`src/ssf_pkg.sv`:
```
`default_nettype none
// Shared constants and carriers of the serial status flag block
package ssf_pkg;

  // Register byte offsets on the Wishbone port
  localparam int           ADR_W        = 4;
  localparam logic [3:0]   ADR_STATUS   = 4'h0;
  localparam logic [3:0]   ADR_CTRL     = 4'h4;
  localparam logic [3:0]   ADR_RXDATA   = 4'h8;
  localparam logic [3:0]   ADR_TXDATA   = 4'hC;

  // Bus data width and the byte lane that carries every register
  localparam int           WB_DW        = 32;
  localparam int           LANE0        = 0;

  // Initial values
  localparam logic [7:0]   STATUS_RESET = 8'h84;
  localparam logic [7:0]   CTRL_RESET   = 8'h00;
  localparam logic [7:0]   DATA_RESET   = 8'h00;

  // Status bit positions
  localparam int           BIT_TXE      = 7;
  localparam int           BIT_RXF      = 6;
  localparam int           BIT_OVR      = 5;
  localparam int           BIT_FER      = 4;
  localparam int           BIT_PER      = 3;
  localparam int           BIT_TX_COMPLETE     = 2;
  localparam int           BIT_MPB      = 1;
  localparam int           BIT_MULTIPROC_BIT_TO_SEND     = 0;

  // Clearable flags form a vector indexed from the lowest one upward
  localparam int           NFLAG        = 5;
  localparam int           FLAG_LSB     = BIT_PER;
  localparam int           F_PER        = BIT_PER - FLAG_LSB;
  localparam int           F_FER        = BIT_FER - FLAG_LSB;
  localparam int           F_OVR        = BIT_OVR - FLAG_LSB;
  localparam int           F_RXF        = BIT_RXF - FLAG_LSB;
  localparam int           F_TXE        = BIT_TXE - FLAG_LSB;

  // Control register layout, bit 7 reserved and read as zero
  typedef struct packed {
    logic rsvd;
    logic mp_fmt;
    logic two_stop;
    logic par_odd;
    logic par_en;
    logic sync_mode;
    logic rx_enable;
    logic tx_enable;
  } ssf_ctrl_s;

  // One finished character as the receive shifter hands it over
  typedef struct packed {
    logic [7:0] data;
    logic       parity;
    logic       stop1;
    logic       stop2;
    logic       received_multiproc_bit;
  } ssf_rx_char_s;

endpackage
`default_nettype wire

```
`src/ssf_flag_cell.sv`:
```
`default_nettype none
// One clearable status flag with its read-before-clear memory
module ssf_flag_cell
  import ssf_pkg::*;
#(
  parameter logic RESET_VAL = 1'b0
)
(
  // Clock and initialisation
  input  wire logic ref_clk_i,
  input  wire logic init_i,
  input  wire logic ce_i,
  // Hardware side
  input  wire logic set_i,
  input  wire logic force_i,
  // Software side
  input  wire logic rd_i,
  input  wire logic clr_i,
  // State
  output logic      flag_o,
  output logic      armed_o
);

  // Set or force beats a clear arriving in the same cycle
  // clear needs prior read
  always_ff @(posedge ref_clk_i)
  begin
    if (init_i)
      flag_o <= RESET_VAL;
    else if (ce_i)
    begin
      if (set_i || force_i)
        flag_o <= 1'b1;
      else if (clr_i && armed_o)
        flag_o <= 1'b0;
    end
  end

  // Armed once read as 1; a fresh set must be read again
  always_ff @(posedge ref_clk_i)
  begin
    if (init_i)
      armed_o <= 1'b0;
    else if (ce_i)
    begin
      if (set_i || force_i)
        armed_o <= 1'b0;
      else if (clr_i && armed_o)
        armed_o <= 1'b0;
      else if (rd_i && flag_o)
        armed_o <= 1'b1;
    end
  end

endmodule
`default_nettype wire

```
`src/ssf_status_flags.sv`:
```
// Contract
// - Status register initialises to 84 hex
// - Transmit complete and multiproc bit read-only
// - Buffer empty sets on shifter load
// - Buffer empty forced by reset, transmit disable
// - Buffer empty clears by read-write-0
// - Buffer full sets on clean receive
// - Buffer full clears by reset, sequence
// - Overrun, receive disable leave data alone
// - Overrun when full flag still set
// - Overrun halts receive, sync transmit too
// - Overrun clears by reset, sequence only
// - Framing error on zero stop bit
// - Only first stop bit checked
// - Framing error copies data, no full
// - Framing error halts reception
// - Framing error clears by reset, sequence
// - Parity error on parity mismatch
// - Transmit complete sets at idle, reset
// - Transmit complete clears with buffer empty
`default_nettype none
module ssf_status_flags
  import ssf_pkg::*;
(
  // Clock, reset and clock enable
  input  wire logic               ref_clk_i,
  input  wire logic               rst_i,
  input  wire logic               ce_i,
  // Power-down states
  input  wire logic               standby_i,
  input  wire logic               module_standby_i,
  // Wishbone slave
  input  wire logic               wb_cyc_i,
  input  wire logic               wb_stb_i,
  input  wire logic               wb_we_i,
  input  wire logic [ADR_W-1:0]   wb_adr_i,
  input  wire logic [3:0]         wb_sel_i,
  input  wire logic [WB_DW-1:0]   wb_dat_i,
  output logic      [WB_DW-1:0]   wb_dat_o,
  output logic                    wb_ack_o,
  // Transmit shifter events
  input  wire logic               tx_load_i,
  input  wire logic               tx_last_bit_i,
  // Receive shifter events
  input  wire logic               rx_done_i,
  input  wire ssf_rx_char_s       rx_char_i,
  // To the shifters
  output ssf_ctrl_s               ctrl_o,
  output logic      [7:0]         tx_data_o,
  output logic                    tx_mpb_o,
  output logic                    rx_halt_o,
  output logic                    tx_halt_o,
  // Observed state
  output logic      [7:0]         rx_data_o,
  output logic      [7:0]         status_o
);

  // True when the received parity bit disagrees with the setting
  function automatic logic parity_bad(input logic [7:0] d,
                                      input logic p,
                                      input logic odd);
    parity_bad = ((^d) ^ p) != odd;
  endfunction

  // True when a byte address decodes to the given register
  function automatic logic hit(input logic [ADR_W-1:0] a,
                               input logic [ADR_W-1:0] r);
    hit = (a == r);
  endfunction

  // Initialisation: reset, standby and module standby alike
  logic               init;
  // Bus request taken this cycle
  logic               take;
  logic               wr_lane;
  // Status access strobes
  logic               rd_stat;
  logic               wr_stat;
  // Per-flag hardware and software inputs
  logic [NFLAG-1:0]   set_v;
  logic [NFLAG-1:0]   force_v;
  logic [NFLAG-1:0]   clr_v;
  logic [NFLAG-1:0]   flag_v;
  logic [NFLAG-1:0]   armed_v;
  // Receive outcome of the current character
  logic               rx_accept;
  logic               rx_ovr;
  logic               rx_fer;
  logic               rx_per;
  logic               rx_good;
  logic               rx_copy;
  // Receive is blocked while any error flag stands
  logic               rx_blocked;
  // Transmit-empty clear that really takes effect
  logic               txe_cleared;
  // Register state
  logic               tx_complete_q;
  logic               mpb_q;
  logic               multiproc_bit_to_send_q;
  logic [7:0]         rx_data_q;
  logic [7:0]         tx_data_q;
  ssf_ctrl_s          ctrl_q;
  logic               ack_q;
  logic [WB_DW-1:0]   dat_q;
  logic [7:0]         status;

  // Standby states act exactly like a reset of this block
  // all init sources
  assign init = rst_i | standby_i | module_standby_i;

  // Classic cycle: one take per request, ack drops the next cycle
  assign take    = wb_cyc_i & wb_stb_i & ~ack_q;
  assign wr_lane = take & wb_we_i & wb_sel_i[LANE0];
  assign rd_stat = take & ~wb_we_i & hit(wb_adr_i, ADR_STATUS);
  assign wr_stat = wr_lane & hit(wb_adr_i, ADR_STATUS);

  // Assembled status byte
  always_comb
  begin
    status           = 8'h00;
    status[BIT_TXE]  = flag_v[F_TXE];
    status[BIT_RXF]  = flag_v[F_RXF];
    status[BIT_OVR]  = flag_v[F_OVR];
    status[BIT_FER]  = flag_v[F_FER];
    status[BIT_PER]  = flag_v[F_PER];
    status[BIT_TX_COMPLETE] = tx_complete_q;
    status[BIT_MPB]  = mpb_q;
    status[BIT_MULTIPROC_BIT_TO_SEND] = multiproc_bit_to_send_q;
  end

  // Any standing error stops the receiver
  // overrun halts
  assign rx_blocked = flag_v[F_OVR] | flag_v[F_FER] | flag_v[F_PER];

  // Characters are dropped while disabled or halted
  assign rx_accept = rx_done_i & ctrl_q.rx_enable & ~rx_blocked;

  // Classify a finished character; overrun has priority
  always_comb
  begin
    rx_ovr  = 1'b0;
    rx_fer  = 1'b0;
    rx_per  = 1'b0;
    rx_good = 1'b0;
    rx_copy = 1'b0;
    if (rx_accept)
    begin
      if (flag_v[F_RXF])
        rx_ovr = 1'b1;
      else if (!ctrl_q.sync_mode && !rx_char_i.stop1)
      begin
        rx_fer  = 1'b1;
        rx_copy = 1'b1;
      end
      else if (!ctrl_q.sync_mode && ctrl_q.par_en &&
               parity_bad(rx_char_i.data, rx_char_i.parity, ctrl_q.par_odd))
      begin
        rx_per  = 1'b1;
        rx_copy = 1'b1;
      end
      else
      begin
        rx_good = 1'b1;
        rx_copy = 1'b1;
      end
    end
  end

  // Hardware set and force terms of the five flags
  always_comb
  begin
    set_v          = '0;
    force_v        = '0;
    set_v[F_TXE]   = tx_load_i;
    force_v[F_TXE] = ~ctrl_q.tx_enable;
    set_v[F_RXF]   = rx_good;
    set_v[F_OVR]   = rx_ovr;
    set_v[F_FER]   = rx_fer;
    set_v[F_PER]   = rx_per;
  end

  // A 0 written into a flag's position requests its clear
  // zero-write clear only
  always_comb
  begin
    clr_v = '0;
    for (int i = 0; i < NFLAG; i++)
      clr_v[i] = wr_stat & ~wb_dat_i[FLAG_LSB + i];
  end

  // The five clearable flags
  // sequence clears empty
  for (genvar g = 0; g < NFLAG; g++)
  begin : g_flag
    ssf_flag_cell #(
      .RESET_VAL (STATUS_RESET[FLAG_LSB + g])
    ) u_cell (
      .ref_clk_i (ref_clk_i),
      .init_i    (init),
      .ce_i      (ce_i),
      .set_i     (set_v[g]),
      .force_i   (force_v[g]),
      .rd_i      (rd_stat),
      .clr_i     (clr_v[g]),
      .flag_o    (flag_v[g]),
      .armed_o   (armed_v[g])
    );
  end

  // Mirrors the cell: a clear that no set or force overrides
  assign txe_cleared = clr_v[F_TXE] & armed_v[F_TXE] &
                       ~set_v[F_TXE] & ~force_v[F_TXE];

  // Transmit complete: read-only, follows the empty flag's clear
  always_ff @(posedge ref_clk_i)
  begin
    if (init)
      tx_complete_q <= STATUS_RESET[BIT_TX_COMPLETE];
    else if (ce_i)
    begin
      if (!ctrl_q.tx_enable || (tx_last_bit_i && flag_v[F_TXE]))
        tx_complete_q <= 1'b1;
      else if (txe_cleared)
        tx_complete_q <= 1'b0;
    end
  end

  // Received multiprocessor bit, kept when receive is disabled
  always_ff @(posedge ref_clk_i)
  begin
    if (init)
      mpb_q <= STATUS_RESET[BIT_MPB];
    else if (ce_i && rx_good && ctrl_q.mp_fmt && !ctrl_q.sync_mode)
      mpb_q <= rx_char_i.received_multiproc_bit;
  end

  // Multiprocessor bit to send: the only plain writable status bit
  // read-only bits skipped
  always_ff @(posedge ref_clk_i)
  begin
    if (init)
      multiproc_bit_to_send_q <= STATUS_RESET[BIT_MULTIPROC_BIT_TO_SEND];
    else if (ce_i && wr_stat)
      multiproc_bit_to_send_q <= wb_dat_i[BIT_MULTIPROC_BIT_TO_SEND];
  end

  // Receive data only moves on a copy; overrun, halt and disable leave it
  // data held otherwise
  always_ff @(posedge ref_clk_i)
  begin
    if (init)
      rx_data_q <= DATA_RESET;
    else if (ce_i && rx_copy)
      rx_data_q <= rx_char_i.data;
  end

  // Transmit data written by software
  always_ff @(posedge ref_clk_i)
  begin
    if (init)
      tx_data_q <= DATA_RESET;
    else if (ce_i && wr_lane && hit(wb_adr_i, ADR_TXDATA))
      tx_data_q <= wb_dat_i[7:0];
  end

  // Control register; the reserved bit never stores
  always_ff @(posedge ref_clk_i)
  begin
    if (init)
      ctrl_q <= CTRL_RESET;
    else if (ce_i && wr_lane && hit(wb_adr_i, ADR_CTRL))
    begin
      ctrl_q      <= wb_dat_i[7:0];
      ctrl_q.rsvd <= 1'b0;
    end
  end

  // Bus answer: one wait-free cycle after the take
  always_ff @(posedge ref_clk_i)
  begin
    if (init)
      ack_q <= 1'b0;
    else if (ce_i)
      ack_q <= take;
  end

  // Read data; unmapped offsets answer with zero
  always_ff @(posedge ref_clk_i)
  begin
    if (init)
      dat_q <= '0;
    else if (ce_i && take)
    begin
      dat_q <= '0;
      if (!wb_we_i)
      begin
        case (wb_adr_i)
          ADR_STATUS: dat_q[7:0] <= status;
          ADR_CTRL:   dat_q[7:0] <= ctrl_q;
          ADR_RXDATA: dat_q[7:0] <= rx_data_q;
          ADR_TXDATA: dat_q[7:0] <= tx_data_q;
          default:    dat_q      <= '0;
        endcase
      end
    end
  end

  // Halt levels to the shifters, one cycle behind the flags
  // sync transmit stops
  always_ff @(posedge ref_clk_i)
  begin
    if (init)
    begin
      rx_halt_o <= 1'b0;
      tx_halt_o <= 1'b0;
    end
    else if (ce_i)
    begin
      rx_halt_o <= rx_blocked;
      tx_halt_o <= ctrl_q.sync_mode & rx_blocked;
    end
  end

  // Status mirror for observation, also a flip-flop
  always_ff @(posedge ref_clk_i)
  begin
    if (init)
      status_o <= STATUS_RESET;
    else if (ce_i)
      status_o <= status;
  end

  // Outputs taken straight from their registers
  assign wb_ack_o  = ack_q;
  assign wb_dat_o  = dat_q;
  assign ctrl_o    = ctrl_q;
  assign tx_data_o = tx_data_q;
  assign tx_mpb_o  = multiproc_bit_to_send_q;
  assign rx_data_o = rx_data_q;

endmodule
`default_nettype wire

```
`config.mk`:
```
export PLATFORM = sky130hd
export DESIGN_NAME = ssf_status_flags
export DESIGN_NICKNAME = d
export VERILOG_FILES = /design/src/ssf_pkg.sv /design/src/ssf_flag_cell.sv /design/src/ssf_status_flags.sv
export SDC_FILE = /design/constraint.sdc
export NUM_CORES = 1
export LEC_CHECK = 0
export BUFFER_PORTS_ARGS = -buffer_cell sky130_fd_sc_hd__buf_4
export CORE_ASPECT_RATIO = 1.2
export CORE_MARGIN = 2
export CORE_UTILIZATION = 40
export DETAILED_ROUTE_END_ITERATION = 8
export PLACE_DENSITY = 0.77
export SYNTH_ARGS = -nofsm -noshare
export SYNTH_HDL_FRONTEND = slang
export SYNTH_HIERARCHICAL = 1
export SYNTH_SLANG_ARGS = --single-unit
```
`constraint.sdc`:
```
create_clock -name ref_clk_i -period 2.6 [get_ports ref_clk_i]
set_clock_uncertainty 0.2 [all_clocks]
set_input_delay 0.13 -clock ref_clk_i [delete_from_list [all_inputs] [get_ports ref_clk_i]]
set_output_delay 0.13 -clock ref_clk_i [all_outputs]
set_load 0.02 [all_outputs]
```
# Word-level counts from Yosys, hierarchy flattened
# Index checks and enable logic that the tools add are counted.
[word_totals]
register_bits = 79
in_bits = 63
out_inout_bits = 68
elab_cells = 160
[classes]
eq_ne = 4
n_mux = 44
bitwise_logic = 33
n_reduce_logical = 52
[ops]
columns = ["operator", "n"]
rows = [
  ["2-to-1 mux 1 bit", 42],
  ["case mux 8 bit (4 select lines)", 1],
  ["logical AND 1 bit", 23],
  ["AND reduction 2 bit", 11],
  ["bitwise AND 1 bit", 18],
  ["nonzero test 3 bit", 5],
  ["nonzero test 2 bit", 6],
  ["inverter 1 bit", 10],
  ["== test 4 bit (second input constant)", 2],
  ["2-to-1 mux 8 bit", 1],
  ["parity 8 bit", 1],
  ["== test 4 x 3 -> 1 bit (second input constant)", 1],
  ["logical NOT 4 bit", 1],
  ["bitwise OR 1 bit", 4],
  ["logical NOT 1 bit", 3],
  ["logical OR 1 bit", 2],
  ["inequality test 1 bit", 1],
  ["bitwise XOR 1 bit", 1],
]

# Logic depth before layout (Yosys ltp)
[depth]
word_depth = 11
mapped_depth = 7
depth_no_buf = 7

# Modules after synthesis
# The synthesis kept the hierarchy.
[modules_own_cells]
columns = ["module", "instances", "cells_per_inst", "area_per_inst_um2", "seq_area_each_um2"]
rows = [
  ["ssf_status_flags", 1, 243, 2277.2, 900.9],
  ["ssf_flag_cell (g_flag[0].u_cell ...)", 4, 10, 92.6, 40.0],
  ["ssf_flag_cell (g_flag[4].u_cell)", 1, 8, 92.6, 40.0],
]

# Least setup slack after synthesis
# No wires, ideal clock.
[synth_path]
path_kind = "reg2reg"
from = "register ctrl_q, in the netlist ctrl_o[4]"
to = "register g_flag[3].u_cell.armed_o"
setup_time_ns = 0.089
arrival_time_ns = 1.821
required_ns = 2.311
path_slack_ns = 0.490
stages_incl_launch_ff = 8
path_buffers = 0
period_less_slack_ns = 2.110
cell_sequence = "dfxtp_1 xnor2_1 xnor3_1 xnor2_1 a21boi_0 o21a_1 a211o_1 a211oi_1"
[synth_via]
elab_chain_len = 8
elab_cells_between_ends = 9
classes_between = "eq/ne (1); mux (5); reduce/logical (3)"
[synth_lines]
columns = ["element", "line_no", "text"]
rows = [
  ["start, declared", "ssf_status_flags.sv:102", "ssf_ctrl_s ctrl_q;"],
  ["start signal, assigned", "ssf_status_flags.sv:273", "ctrl_q <= wb_dat_i[7:0];"],
  ["inequality test 1 bit (*)", "ssf_status_flags.sv:62", "parity_bad = ((^d) ^ p) != odd;"],
  ["logical AND 1 bit (*)", "ssf_status_flags.sv:155", "else if (!ctrl_q.sync_mode && ctrl_q.par_en &&"],
  ["2-to-1 mux 1 bit (*)", "ssf_status_flags.sv:155", ""],
  ["2-to-1 mux 1 bit (*)", "ssf_status_flags.sv:150", "else if (!ctrl_q.sync_mode && !rx_char_i.stop1)"],
  ["2-to-1 mux 1 bit (*)", "ssf_status_flags.sv:148", "if (flag_v[F_RXF])"],
  ["2-to-1 mux 1 bit (*)", "ssf_status_flags.sv:146", "if (rx_accept)"],
  ["named net rx_good", "ssf_status_flags.sv:90", "logic rx_good;"],
  ["nonzero test 3 bit (no source line)", "--", ""],
  ["AND reduction 2 bit (no source line)", "--", ""],
  ["end signal, assigned", "ssf_flag_cell.sv:47", "armed_o <= 1'b0;"],
  ["end signal, assigned", "ssf_flag_cell.sv:49", "armed_o <= 1'b0;"],
  ["end signal, assigned", "ssf_flag_cell.sv:51", "armed_o <= 1'b1;"],
  ["end, declared", "ssf_flag_cell.sv:21", "output logic armed_o"],
]
# The timed path passes the listed nets; every way through them passes the cells marked *.
# A chain may end at the register's enable or synchronous reset.

# Worst setup path in the final report
[layout_path]
from = "input rx_char_i[8] (netlist bit)"
to = "register g_flag[3].u_cell.armed_o"
[layout_via]
elab_chain_len = 10
elab_cells_between_ends = 11
classes_between = "eq/ne (1); mux (5); bitwise (1); reduce/logical (4)"
[layout_lines]
columns = ["element", "line_no", "text"]
rows = [
  ["start, declared", "ssf_status_flags.sv:46", "input wire ssf_rx_char_s rx_char_i,"],
  ["parity 8 bit (*)", "ssf_status_flags.sv:62", ""],
  ["bitwise XOR 1 bit (*)", "ssf_status_flags.sv:62", ""],
  ["inequality test 1 bit (*)", "ssf_status_flags.sv:62", ""],
  ["logical AND 1 bit (*)", "ssf_status_flags.sv:155", ""],
  ["2-to-1 mux 1 bit (*)", "ssf_status_flags.sv:155", ""],
  ["2-to-1 mux 1 bit (*)", "ssf_status_flags.sv:150", ""],
  ["2-to-1 mux 1 bit (*)", "ssf_status_flags.sv:148", ""],
  ["2-to-1 mux 1 bit (*)", "ssf_status_flags.sv:146", ""],
  ["named net rx_good", "ssf_status_flags.sv:90", ""],
  ["nonzero test 3 bit (no source line)", "--", ""],
  ["AND reduction 2 bit (no source line)", "--", ""],
]
# Marked as above.

==> key figures <==
Synthesis
  – Top area cells in the synthesized netlist: dfxtp_1 40%, mux2i_1 8.4%, buf_4 7.1%
  – Cell taking the most area after synthesis: dfxtp_1
  – Synthesized area per cell: about 9.4 µm²
  – Synthesized area: ~0.0027 mm²
  – Synthesized instance count: slightly below 300
  – Post-synth EDFFs: 0
  – Share of the synthesized area in the top cell type: 40.2%
  – Synth warn: 6
  – FFs w/ async S/R, synth: 0%
  – Yosys reg bits: 55
  – Most frequent cells after synthesis: 55 x dfxtp_1, 44 x nor2_1, 26 x buf_4, 23 x mux2i_1, 17 x nand2_1
  – Synth cell types: 44
  – Most used flip-flop cell after synthesis: dfxtp_1
  – Sequential area share after synthesis: between 40% and 50%
  – Cell with the most instances after synthesis: dfxtp_1

Finish
  – Fin area: 0.00363 mm²
  – Number of antenna cells inserted: 0
  – Layout cell share with drive strength beyond 1: between 20% and 30%
  – Nets: 455
  – Area delta synth->final: 32.6%
  – Fillers: between 600 and 700
  – Final std cells w/o fill: 480

GRT
  – First-pass GRT wire length: between 10000 and 15000 µm
  – Antenna violations before repair: 0
  – Global-route usage over all layers: about a fifth
  – Largest net degree at the start of global routing: 48
  – Total gr overflow: 0
  – Vias in the first global route: approximately 2300

Pwr
  – Internal: 1.14 mW
  – Sw power: 0.427 mW
  – Leak: between 1.5 and 2 nW
  – Clock power share: 31.7%
  – Peak supply drop: 260 µV
  – Gate power share: about 14%
  – Switching Fraction: around 27%
  – Sequential Power Share: between 50% and 60%
  – Pwr/cell area: ~430 mW/mm²

Routing
  – DRC errors left: 0
  – DR iter-0 viols: about 160
  – Final ANT Viol Nets: 0
  – Final wirelength: roughly 7200 µm
  – Routed length per instance: roughly 15 µm
  – Via count: 2464
  – Via density: between 5 and 6
  – Detailed-router iteration count before antenna repair: 4

Clocking
  – Reg clk slew, reported paths: roughly 0.11 ns
  – CTS sink cnt: 55
  – H-tree depth: 2
  – Clock Latency Late Sink: 0.31 ns
  – Worst-case clock buffer depth: 2
  – CTS tree: yes
  – Clk root buf: clkbuf_8
  – Setup Fix Bufs, Post-CTS: 0
  – Total CTS buffers: 5

Place
  – GPL Wtd Cong: between 0.8 and 0.9
  – # port buffers: just under 80
  – Placed cells: 451
  – Placed Instance Area: approximately 0.0033 mm²
  – DP HPWL: 5080 µm

Critical path
  – Critical Path Sink Type: flip-flop
  – Critical Path Start Type: primary input
  – WP data arrival: roughly 2.5 ns
  – Critical path data required time: roughly 2.6 ns
  – Critical path type: in2reg
  – Critical path peak fanout: 3

Timing
  – Min Tclk post-route: roughly 2.5 ns
  – Endpoints failing setup: 0
  – F_max: approximately 400 MHz
  – Worst-Margin Slew: about 0.83 ns
  – Fin. Hold Viols: 0
  – Fin crit share: a little over nine tenths
  – Fin. max-slew vios: 0
  – Slew HR: ~45%
  – RSZ-0062 raised after global routing: no
  – Setup_tns: 0 ns

Floorplanning
  – Die footprint: 0.00753 mm²
  – Initial Util: about two fifths
  – Die Wd: roughly 80 µm
  – Cell Rows: 33
  – Core region area: between 0.006 and 0.007 mm²
  – Die H: around 95 µm
  – IO Count: 131

Outcome
  – Status: complete, no violations

Min path
  – Worst Hold Class: in2reg

Job
  – Maxcap violations: 0
==> repair_timing <==
action,4_1_cts,5_1_grt
hold endpoints to repair,29,0
endpoints found under the setup margin,0,1
hold buffers,21,0
gates resized for setup,0,1
==> registers in the layout, summed over array words and instances (netlist names), 5 cells and up <==
signal and cells:
status_o 8, ctrl_o 7, wb_dat_o 8, g_flag.u_cell/armed_o 5
tx_data_o 8, g_flag.u_cell/flag_o 5, rx_data_o 8
==> layout make-up <==
| cell class | count | area [µm²] | share of cell area [%] |
|---|---|---|---|
| sequential | 55 | 1100 | 30.3 |
| clock buffer | 5 | 68.8 | 1.89 |
| inverter | 5 | 18.8 | 0.516 |
| tap | 87 | 109 | 2.99 |
| clock inverter | 3 | 23.8 | 0.654 |
| timing repair buffer | 102 | 818 | 22.5 |
| multi-input combinational | 223 | 1500 | 41.1 |
==> cell usage in the layout, fill, tap and decap left out, drive strengths merged, types with 8 or more instances in the layout <==
master,instances
nand2,17
nor2,44
dlygate4sd3,21
nand3,12
a22oi,8
mux2i,23
dfxtp,55
conb,33
a21oi,11
buf,81
==> metal layers <==
layer | vias up | part of all wire, % | track usage, %
met5 | - | 0 | 0
met4 | 0 | 2.8 | 7.90
met3 | 16 | 5.2 | 3.15
met2 | 97 | 49 | 32.4
met1 | 1172 | 42 | 22.6
li1 | 1179 | - | -
==> power by group through the flow <==
stage          Combinational (mW)  Clock (mW)  Sequential (mW)
2_1_floorplan               0.141           0            0.867
3_3_place_gp                0.185           0            0.866
3_5_place_dp                0.187           0            0.866
4_1_cts                     0.212       0.503            0.847
5_1_grt                     0.234       0.540            0.848
6_report                    0.222       0.497            0.847
==> worst paths after layout <==
kind	from	end	slack (ns)	depth (start not counted)
worst max-delay path	rx_char_i[8]	g_flag[3].u_cell/armed_o	0.11	9
worst max register to register	wb_ack_o	tx_complete_q	0.28	5
worst min-delay path	wb_adr_i[0]	wb_dat_o[6]	0.02	4
worst min register to register	rx_data_o[2]	rx_data_o[2]	0.28	2
==> critical path, stage by stage <==
cell,delay [ns]
dlygate4sd3_1,0.53
buf_4,0.14
xnor2_1,0.16
xnor3_1,0.45
xnor2_2,0.27
a21boi_0,0.15
o21a_1,0.20
a211o_1,0.26
a211oi_1,0.21
==> through the flow <==
stage               hold slack, ns  util [%]  setup WS [ns]  power (mW)
global placement             0.165      49.4          0.336        1.05
CTS                         0.0182      53.9         0.0839        1.56
finish                      0.0250      54.0          0.112        1.57
global route                0.0444      54.0         0.0569        1.62
detailed placement           0.169      49.4          0.305        1.05
floorplan                   0.0270         -          0.490        1.01
==> cells by family (layout without fill, tap and decap cells) <==
kind of cell              after synthesis  count (layout)  share of synthesized area (%)
DFF                                    55              55                           40.2
and+or+nand+nor                       103             103                           19.3
AOI/OAI and AO/OA                      47              47                           12.4
other                                   1              33                          0.137
xor gates and xnor gates                8               8                           3.06
buffers and inverters                  45             115                           9.95
muxes                                  32              32                           15.0
(Power assumes the default switching activity.)
